--- src/core/switch_cmd_pkg.sv ---
package switch_cmd_pkg;

    // ----------------------------------------------------------------
    // register map
    // ----------------------------------------------------------------
    localparam logic [7:0]  ADDR_CTRL       = 8'h00;
    localparam logic [7:0]  ADDR_STATUS     = 8'h04;
    localparam int          CTRL_FUNC1_LSB  = 0;
    localparam int          CTRL_FUNC2_LSB  = 2;
    localparam int          CTRL_INV1_BIT   = 4;
    localparam int          CTRL_INV2_BIT   = 5;
    localparam int          STAT_LEVEL_LSB  = 0;
    localparam int          STAT_PIN_LSB    = 2;
    localparam int          STAT_CODE_LSB   = 4;
    localparam int          STAT_BUSY_BIT   = 6;

    // ----------------------------------------------------------------
    // port function encoding and reset values
    // ----------------------------------------------------------------
    localparam logic [1:0]  FUNC_PASSIVE    = 2'h0;
    localparam logic [1:0]  FUNC_INPUT      = 2'h1;
    localparam logic [1:0]  FUNC_OUTPUT     = 2'h2;
    localparam logic [1:0]  FUNC_RESET      = FUNC_PASSIVE;
    localparam logic        INV_RESET       = 1'h0;
    localparam logic        LEVEL_RESET     = 1'h0;

    // ----------------------------------------------------------------
    // status codes of the set reply
    // ----------------------------------------------------------------
    localparam logic [1:0]  CODE_OK         = 2'h0;
    localparam logic [1:0]  CODE_SYNTAX     = 2'h1;
    localparam logic [1:0]  CODE_PARAM      = 2'h2;
    localparam logic [1:0]  CODE_OTHER      = 2'h3;

    // ----------------------------------------------------------------
    // characters and buffer sizes
    // ----------------------------------------------------------------
    localparam logic [7:0]  CH_O            = 8'h4F;
    localparam logic [7:0]  CH_A            = 8'h41;
    localparam logic [7:0]  CH_S            = 8'h53;
    localparam logic [7:0]  CH_I            = 8'h49;
    localparam logic [7:0]  CH_P            = 8'h50;
    localparam logic [7:0]  CH_0            = 8'h30;
    localparam logic [7:0]  CH_1            = 8'h31;
    localparam logic [7:0]  CH_2            = 8'h32;
    localparam logic [7:0]  CH_QUERY        = 8'h3F;
    localparam logic [7:0]  CH_SPACE        = 8'h20;
    localparam logic [7:0]  CH_EQ           = 8'h3D;
    localparam logic [7:0]  CH_SEMI         = 8'h3B;
    localparam logic [7:0]  CH_CR           = 8'h0D;
    localparam logic [7:0]  CH_LF           = 8'h0A;
    localparam int          LINE_MAX        = 16;
    localparam int          REPLY_MAX       = 14;
    localparam logic [4:0]  LEN_SHORT       = 5'h03;
    localparam logic [4:0]  LEN_BARE        = 5'h02;
    localparam logic [4:0]  LEN_ONE_FIELD   = 5'h07;
    localparam logic [4:0]  LEN_TWO_FIELDS  = 5'h0C;
    localparam logic [3:0]  QUERY_LEN       = 4'hE;
    localparam logic [3:0]  STATUS_LEN      = 4'h7;

endpackage

--- src/core/switch_output_command_handler.sv ---
`timescale 1ns/1ns
module switch_output_command_handler
    import switch_cmd_pkg::*;
(
    input  wire logic        clock,      // system clock, 100 MHz
    input  wire logic        srst,       // synchronous reset
    input  wire logic        ce,         // clock enable
    input  wire logic [7:0]  rx_data,    // command character
    input  wire logic        rx_valid,   // character strobe
    output logic             rx_ready,   // characters accepted
    output logic [7:0]       tx_data,    // reply character
    output logic             tx_valid,   // reply character valid
    input  wire logic        tx_ready,   // host takes reply character
    input  wire logic [7:0]  addr,       // register address
    input  wire logic [31:0] wdata,      // register write data
    input  wire logic        wr,         // write strobe
    input  wire logic        rd,         // read strobe
    output logic [31:0]      rdata,      // read data, cycle after rd
    output logic [1:0]       port_pin,   // physical port levels
    output logic [1:0]       port_drive  // port driven as output
);

    typedef struct packed {
        logic [LINE_MAX-1:0][7:0]  line;
        logic [4:0]                len;
        logic                      ovf;
        logic [REPLY_MAX-1:0][7:0] reply;
        logic [3:0]                rcount;
        logic                      tx_valid;
        logic                      rx_ready;
        logic [1:0][1:0]           func;
        logic [1:0]                inv;
        logic [1:0]                set_en;
        logic [1:0]                set_lvl;
        logic [1:0]                code;
        logic [31:0]               rdata;
    } core_s;

    core_s      st;
    core_s      next_st;
    logic [1:0] level;
    logic [1:0] pin;
    logic [1:0] drive;

    // ----------------------------------------------------------------
    // helpers
    // ----------------------------------------------------------------
    function automatic logic is_bit(input logic [7:0] c);
        return (c == CH_0) || (c == CH_1);
    endfunction

    // reply field of one port
    function automatic logic [7:0] field_char(input logic [1:0] f,
                                              input logic       l);
        logic [7:0] c;
        c = CH_P;
        if (f == FUNC_OUTPUT) begin
            c = l ? CH_1 : CH_0;
        end else if (f == FUNC_INPUT) begin
            c = CH_I;
        end
        return c;
    endfunction

    // ----------------------------------------------------------------
    // next state
    // ----------------------------------------------------------------
    always_comb begin
        logic [REPLY_MAX-1:0][7:0] r;
        logic [1:0]                req_en;
        logic [1:0]                req_val;
        logic [1:0]                code;
        logic                      is_set;
        logic                      idx;
        r       = '0;
        req_en  = '0;
        req_val = '0;
        code    = CODE_OK;
        is_set  = 1'b0;
        idx     = 1'b0;
        next_st = st;
        next_st.set_en = '0;
        next_st.rdata  = '0;

        // register bus: ctrl steers functions, status shows state
        if (wr && addr == ADDR_CTRL) begin
            next_st.func[0] = wdata[CTRL_FUNC1_LSB +: 2];
            next_st.func[1] = wdata[CTRL_FUNC2_LSB +: 2];
            next_st.inv[0]  = wdata[CTRL_INV1_BIT];
            next_st.inv[1]  = wdata[CTRL_INV2_BIT];
        end
        if (rd) begin
            if (addr == ADDR_CTRL) begin
                next_st.rdata[CTRL_FUNC1_LSB +: 2] = st.func[0];
                next_st.rdata[CTRL_FUNC2_LSB +: 2] = st.func[1];
                next_st.rdata[CTRL_INV1_BIT]       = st.inv[0];
                next_st.rdata[CTRL_INV2_BIT]       = st.inv[1];
            end else if (addr == ADDR_STATUS) begin
                next_st.rdata[STAT_LEVEL_LSB +: 2] = level;
                next_st.rdata[STAT_PIN_LSB +: 2]   = pin;
                next_st.rdata[STAT_CODE_LSB +: 2]  = st.code;
                next_st.rdata[STAT_BUSY_BIT]       = st.tx_valid;
            end
        end

        // reply shifts out low character first
        if (st.tx_valid && tx_ready) begin
            next_st.reply  = st.reply >> 8;
            next_st.rcount = st.rcount - 4'h1;
        end

        // line assembly; input is held off while a reply drains
        if (rx_valid && !st.tx_valid) begin
            if (rx_data == CH_CR || rx_data == CH_LF) begin
                next_st.len = '0;
                next_st.ovf = 1'b0;
                if (st.line[0] == CH_O && st.line[1] == CH_A &&
                    st.len >= LEN_BARE) begin
                    if (st.ovf) begin
                        is_set = 1'b1;
                        code   = CODE_OTHER;
                    end else if (st.len == LEN_SHORT) begin
                        if (st.line[2] == CH_QUERY) begin
                            r[0]  = CH_O;
                            r[1]  = CH_A;
                            r[2]  = CH_SPACE;
                            r[3]  = CH_S;
                            r[4]  = CH_1;
                            r[5]  = CH_EQ;
                            r[6]  = field_char(st.func[0], level[0]);
                            r[7]  = CH_SEMI;
                            r[8]  = CH_S;
                            r[9]  = CH_2;
                            r[10] = CH_EQ;
                            r[11] = field_char(st.func[1], level[1]);
                            r[12] = CH_CR;
                            r[13] = CH_LF;
                            next_st.reply  = r;
                            next_st.rcount = QUERY_LEN;
                        end else if (st.line[2] == CH_1 ||
                                     st.line[2] == CH_2) begin
                            // no reply; the driver drops non-outputs
                            idx = (st.line[2] == CH_2);
                            next_st.set_en[idx]  = 1'b1;
                            next_st.set_lvl[idx] = 1'b1;
                        end
                    end else begin
                        is_set = 1'b1;
                        if (st.len == LEN_BARE) begin
                            code = CODE_OK;
                        end else if (st.line[2] != CH_SPACE ||
                                     st.line[3] != CH_S ||
                                     st.line[5] != CH_EQ) begin
                            code = CODE_SYNTAX;
                        end else if (st.len == LEN_ONE_FIELD &&
                                     (st.line[4] == CH_1 ||
                                      st.line[4] == CH_2)) begin
                            idx          = (st.line[4] == CH_2);
                            req_en[idx]  = 1'b1;
                            req_val[idx] = (st.line[6] == CH_1);
                            code = is_bit(st.line[6]) ? CODE_OK
                                                      : CODE_PARAM;
                        end else if (st.len == LEN_TWO_FIELDS &&
                                     st.line[4] == CH_1 &&
                                     st.line[7] == CH_SEMI &&
                                     st.line[8] == CH_S &&
                                     st.line[9] == CH_2 &&
                                     st.line[10] == CH_EQ) begin
                            // fields out of order fail here
                            req_en  = 2'h3;
                            req_val = {st.line[11] == CH_1,
                                       st.line[6] == CH_1};
                            code = (is_bit(st.line[6]) &&
                                    is_bit(st.line[11])) ? CODE_OK
                                                         : CODE_PARAM;
                        end else begin
                            code = CODE_SYNTAX;
                        end
                    end
                end
                if (is_set) begin
                    // a rejected command changes no port
                    if (code == CODE_OK) begin
                        next_st.set_en  = req_en;
                        next_st.set_lvl = req_val;
                    end
                    next_st.code = code;
                    r[0] = CH_O;
                    r[1] = CH_A;
                    r[2] = CH_EQ;
                    r[3] = CH_0;
                    r[4] = CH_0 + {6'h00, code};
                    r[5] = CH_CR;
                    r[6] = CH_LF;
                    next_st.reply  = r;
                    next_st.rcount = STATUS_LEN;
                end
            end else if (st.len == LINE_MAX[4:0]) begin
                next_st.ovf = 1'b1; // long line answered as other error
            end else begin
                next_st.line[st.len[3:0]] = rx_data;
                next_st.len = st.len + 5'h01;
            end
        end
        next_st.tx_valid = (next_st.rcount != 4'h0);
        // own flop so the ready pin does not hang behind an inverter
        next_st.rx_ready = (next_st.rcount == 4'h0);
    end

    // ----------------------------------------------------------------
    // state register
    // ----------------------------------------------------------------
    always_ff @(posedge clock) begin
        if (srst) begin
            st         <= '0;
            st.func[0] <= FUNC_RESET;
            st.func[1] <= FUNC_RESET;
            st.inv     <= {INV_RESET, INV_RESET};
            st.rx_ready <= 1'b1;
        end else if (ce) begin
            st <= next_st;
        end
    end

    // ----------------------------------------------------------------
    // port drivers
    // ----------------------------------------------------------------
    for (genvar i = 0; i < 2; i++) begin : g_port
        switch_port_driver u_port (
            .clock     (clock),
            .srst      (srst),
            .ce        (ce),
            .set_en    (st.set_en[i]),
            .set_level (st.set_lvl[i]),
            .func      (st.func[i]),
            .invert    (st.inv[i]),
            .level     (level[i]),
            .pin       (pin[i]),
            .drive     (drive[i])
        );
    end

    assign rx_ready   = st.rx_ready;
    assign tx_data    = st.reply[0];
    assign tx_valid   = st.tx_valid;
    assign rdata      = st.rdata;
    assign port_pin   = pin;
    assign port_drive = drive;

endmodule

--- src/core/switch_port_driver.sv ---
`timescale 1ns/1ns
module switch_port_driver
    import switch_cmd_pkg::*;
(
    input  wire logic       clock,      // system clock
    input  wire logic       srst,       // synchronous reset
    input  wire logic       ce,         // clock enable
    input  wire logic       set_en,     // one-cycle level update request
    input  wire logic       set_level,  // requested logical level
    input  wire logic [1:0] func,       // configured port function
    input  wire logic       invert,     // inverted logic enabled
    output logic            level,      // logical level held
    output logic            pin,        // physical output level
    output logic            drive       // port is driven as output
);

    typedef struct packed {
        logic level;
        logic pin;
        logic drive;
    } port_s;

    port_s st;
    port_s next_st;

    // ----------------------------------------------------------------
    // level and pin
    // ----------------------------------------------------------------
    // requests on a non-output port are dropped here, so the parser
    // does not need to know the function
    always_comb begin
        next_st = st;
        if (set_en && func == FUNC_OUTPUT) begin
            next_st.level = set_level;
        end
        next_st.drive = (func == FUNC_OUTPUT);
        next_st.pin   = next_st.drive & (next_st.level ^ invert);
    end

    always_ff @(posedge clock) begin
        if (srst) begin
            st <= '{level: LEVEL_RESET, pin: 1'b0, drive: 1'b0};
        end else if (ce) begin
            st <= next_st;
        end
    end

    assign level = st.level;
    assign pin   = st.pin;
    assign drive = st.drive;

endmodule

--- config.mk ---
export PLATFORM = sky130hd
export DESIGN_NAME = switch_output_command_handler
export DESIGN_NICKNAME = d
export VERILOG_FILES = /design/src/core/switch_cmd_pkg.sv /design/src/core/switch_output_command_handler.sv /design/src/core/switch_port_driver.sv
export SDC_FILE = /design/constraint.sdc
export NUM_CORES = 1
export LEC_CHECK = 0
export BUFFER_PORTS_ARGS = -buffer_cell sky130_fd_sc_hd__buf_2
export CORE_MARGIN = 2
export CORE_UTILIZATION = 55
export CTS_BUF_LIST = sky130_fd_sc_hd__clkbuf_4 sky130_fd_sc_hd__clkbuf_8
export DETAILED_ROUTE_END_ITERATION = 6
export PLACE_DENSITY = 0.89
export SLEW_MARGIN = 30
export SYNTH_ARGS = -nofsm -noshare
export SYNTH_HDL_FRONTEND = slang
export SYNTH_SLANG_ARGS = --single-unit
--- constraint.sdc ---
create_clock -name clock -period 2.3 [get_ports clock]
set_input_delay 0.115 -clock clock [delete_from_list [all_inputs] [get_ports clock]]
set_output_delay 0.115 -clock clock [all_outputs]
set_load 0.005 [all_outputs]
==> out/qor.csv <==
stage,metric,value,unit
die,num rows,50,
setup_path,CP endpoint kind,flip-flop,
final_layout,Ant. Diodes,0,
grt,gr ovfl total,0,
logic_synthesis,Post-synth top cells,"287 x nand2_1, 245 x dfxtp_1, 178 x a21oi_1",
logic_synthesis,number of synthesized flops with an enable pin,0,
worst_hold_path,worst hold path class,in -> reg,
clocking,Worst-Skew Late Latency,0.53,ns
sta,Tmin final,2.52,ns
clocking,clk sinks,245,
setup_path,worst r2r src,st[194],
sta,RSZ-0062 raised after global routing,yes,
placed_design,input/output buffers,49,
clocking,CTS tree,built,
run_status,outcome,"finished, violations left",
pwr,PnR Total Power,8.70,mW
sta,Max Fclk,396,MHz
logic_synthesis,Yosys cell types,69,
sta,fin crit share,1.10,
sta,fin worst setup slack,-0.224,ns
grt,GR Util All Layers,0.266,
final_layout,fin nets,1424,
logic_synthesis,dominant cells by area after synthesis,"dfxtp_1 47%, nand2_1 10%, a21oi_1 8.6%",
routing,DRT Wirelength,28900,µm
placed_design,Post-DP Area,10900,µm²
setup_path,Worst path top cell family by delay,simple AND/OR/NAND/NOR gates,
grt,busiest grt layer,met2,
sta,worst slew pin tran,0.737,ns
setup_path,critical-path cell list,or4b_4 > or4_4 > buf_6 > nor4_4 > a31oi_4 > nand3b_1 > a21bo_1 > a21oi_2,
logic_synthesis,Synthesis Warnings,0,
final_layout,area grow syn2layout,18.3,%
sta,final hold vios,0,
setup_path,"Max FO, Critical Path",4,
logic_synthesis,"Cell Area, Synth",10400,µm²
setup_path,required time of the critical path,2.75,ns
run_status,failing checks,"design-rule violations, negative setup slack",
sta,Slew HR,0.506,
grt,largest net degree at the start of global routing,68,
routing,Final ANT Viol Nets,0,
logic_synthesis,prevailing post-synth register cell,dfxtp_1,
grt,first-pass GRT wire length,44300,µm
routing,Iter 0 DRT Violations,1407,
die,die area,20000,µm²
logic_synthesis,most instantiated library cell after synthesis,nand2_1,
setup_path,Critical Setup Path Class,reg -> reg,
die,Ports,101,
clocking,H-tree Lvls,2,
pwr,peak supply drop,0.509,mV
routing,routed via count,9955,
run,number of max-cap violations,0,
placed_design,Detailed Place HPWL,15800,µm
final_layout,share of layout cells above drive strength 1,0.192,
grt,met1 GRT Util,0.331,
setup_path,CP max-delay cell,or4_4,
logic_synthesis,Async SR Flop Fraction,0,
clocking,CTS Root Cell,clkbuf_8,
sta,"Setup violations, final",22,
logic_synthesis,Avg Inst Size Synth,8.05,µm²
pwr,LEAKAGE,4.34,nW
sta,Min Hold Slack,0.0450,ns
setup_path,Worst setup startpoint,st[194],
final_layout,Finished Cell Area,12300,µm²
logic_synthesis,leading area contributor after synthesis,dfxtp_1,
setup_path,max incr delay on CP,0.56,ns
setup_path,R2R Setup Slk,-0.22,ns
die,chip height,141,µm
clocking,clock slew at reported path FFs,0.06,ns
pwr,Power Density,709,nW/µm²
setup_path,"Data arrival, critical path",2.98,ns
die,Die X,141,µm
routing,DR DRC count,12,
routing,Avg WL per Cell,17.8,µm
clocking,cts bufs inserted,39,
grt,antenna violations before repair,0,
die,initial core utilization,0.557,
setup_path,Worst Path Buf+Inv,1,
routing,vias per inst,6.13,
placed_design,routability cong.,0.871,
setup_path,Crit path depth,8,
die,CORE AREA,18600,µm²
logic_synthesis,share of the synthesized area in the top cell type,0.472,
sta,skew final,0.0281,ns
setup_path,reg2reg path depth,8,
logic_synthesis,register area share after synthesis,0.472,
setup_path,CP Launch Type,flip-flop,
clocking,clk buf depth,3,
grt,met2 global-route usage,0.459,
setup_path,Setup crit end,st[36],
logic_synthesis,cells after synthesis,1289,
grt,grt met3 use,0.0429,
sta,"Slew Viols, Final",0,
routing,Pre-antenna DRT Iters,7,
grt,vias in the first global route,9146,
setup_path,R2R Path End,st[36],
logic_synthesis,"flops & latches, synth",245,
-- per-stage QoR --
step | util | std cells | setup WS (ns) | setup TNS (ns)
final | 0.659 | 1625 | -0.224 | -2.14
after global routing | 0.659 | 1625 | -0.290 | -7.98
after CTS | 0.646 | 1617 | -0.138 | -1.10
after detailed placement | 0.586 | 1529 | -0.148 | -3.81
after global placement | 0.586 | 1529 | -0.113 | -0.729
after floorplan | - | 1313 | 0.0108 | 0
-- where the power goes --
part           switching [mW]  leakage (nW)  internal [mW]  total, mW
combinational           0.363          1.93          0.174      0.537
sequential             0.0310          1.98           4.29       4.32
clock                    1.68         0.433           2.16       3.85
total                    2.08          4.34           6.63       8.70
-- state kept, by name, summed over array words and instances (netlist names) --
name                 flops
tx_valid                 1
st                     222
tx_data                  8
g_port.u_port.level      2
rdata                    7
g_port.u_port.drive      2
rx_ready                 1
g_port.u_port.pin        2
-- layout by cell type, fill, tap and decap left out, types with 9 or more instances in the layout --
cell / n
dlygate4sd3_1: 14
buf_12: 9
buf_2: 48
mux2i_1: 11
conb_1: 25
a31oi_1: 17
clkbuf_4: 11
o21ai_0: 36
dfxtp_1: 242
clkbuf_8: 51
nor2b_1: 9
inv_1: 37
nand4_1: 13
nand3_1: 114
a21oi_1: 174
nor2_1: 29
buf_4: 70
a221oi_1: 24
nand2_1: 283
-- tightest hold or removal path: stages --
cell and delay [ns]:
buf_2 0.12, buf_4 0.15, nand3_1 0.06, a21oi_1 0.06
-- layout make-up --
type / instances / area [µm²]
flip-flops and latches: 245 / 4910
clock buffers: 62 / 785
clock inverters: 6 / 35.0
multi-input cells: 894 / 4960
repair buffers: 147 / 1170
inverters: 37 / 139
well taps: 234 / 293
fillers: 1327 / 6360
-- routing by layer --
metal / routed length [µm] / vias up
met3: 2380 / 154
li1: - / 4564
met5: 0 / -
met2: 14200 / 581
met4: 1280 / 0
met1: 11100 / 4656
-- worst min path at each step --
stage | cells after the start | to | slack, ns | startpoint
floorplan | 2 | st[38] | 0.26 | wdata[4]
global placement | 3 | st[42] | 0.37 | wdata[2]
detailed placement | 3 | st[42] | 0.37 | wdata[2]
CTS | 4 | st[232] | 0.03 | rx_data[0]
global route | 4 | st[232] | 0.05 | rx_data[0]
finish | 4 | st[232] | 0.04 | rx_data[0]
-- cell families (layout without fill, tap and decap cells) --
logic type                 after synthesis  count (layout)  synth area share
xor gates and xnor gates                 6               6           0.00506
adders and majority gates                5               5           0.00603
buffers and inverters                  175             252            0.0860
AOI/OAI and AO/OA                      312             312             0.177
DFF                                    245             245             0.472
muxes                                   11              11            0.0106
other                                    1              25          0.000361
and+or+nand+nor                        534             535             0.242
-- timing repair --
action,in CTS,in global routing
endpoints found under the setup margin,116,195
pin swaps,22,16
hold buffers,14,0
buffers inserted,5,7
endpoints found under the hold margin,12,0
gates resized for setup,19,37
cloned,1,1
(Power assumes the default switching activity.)
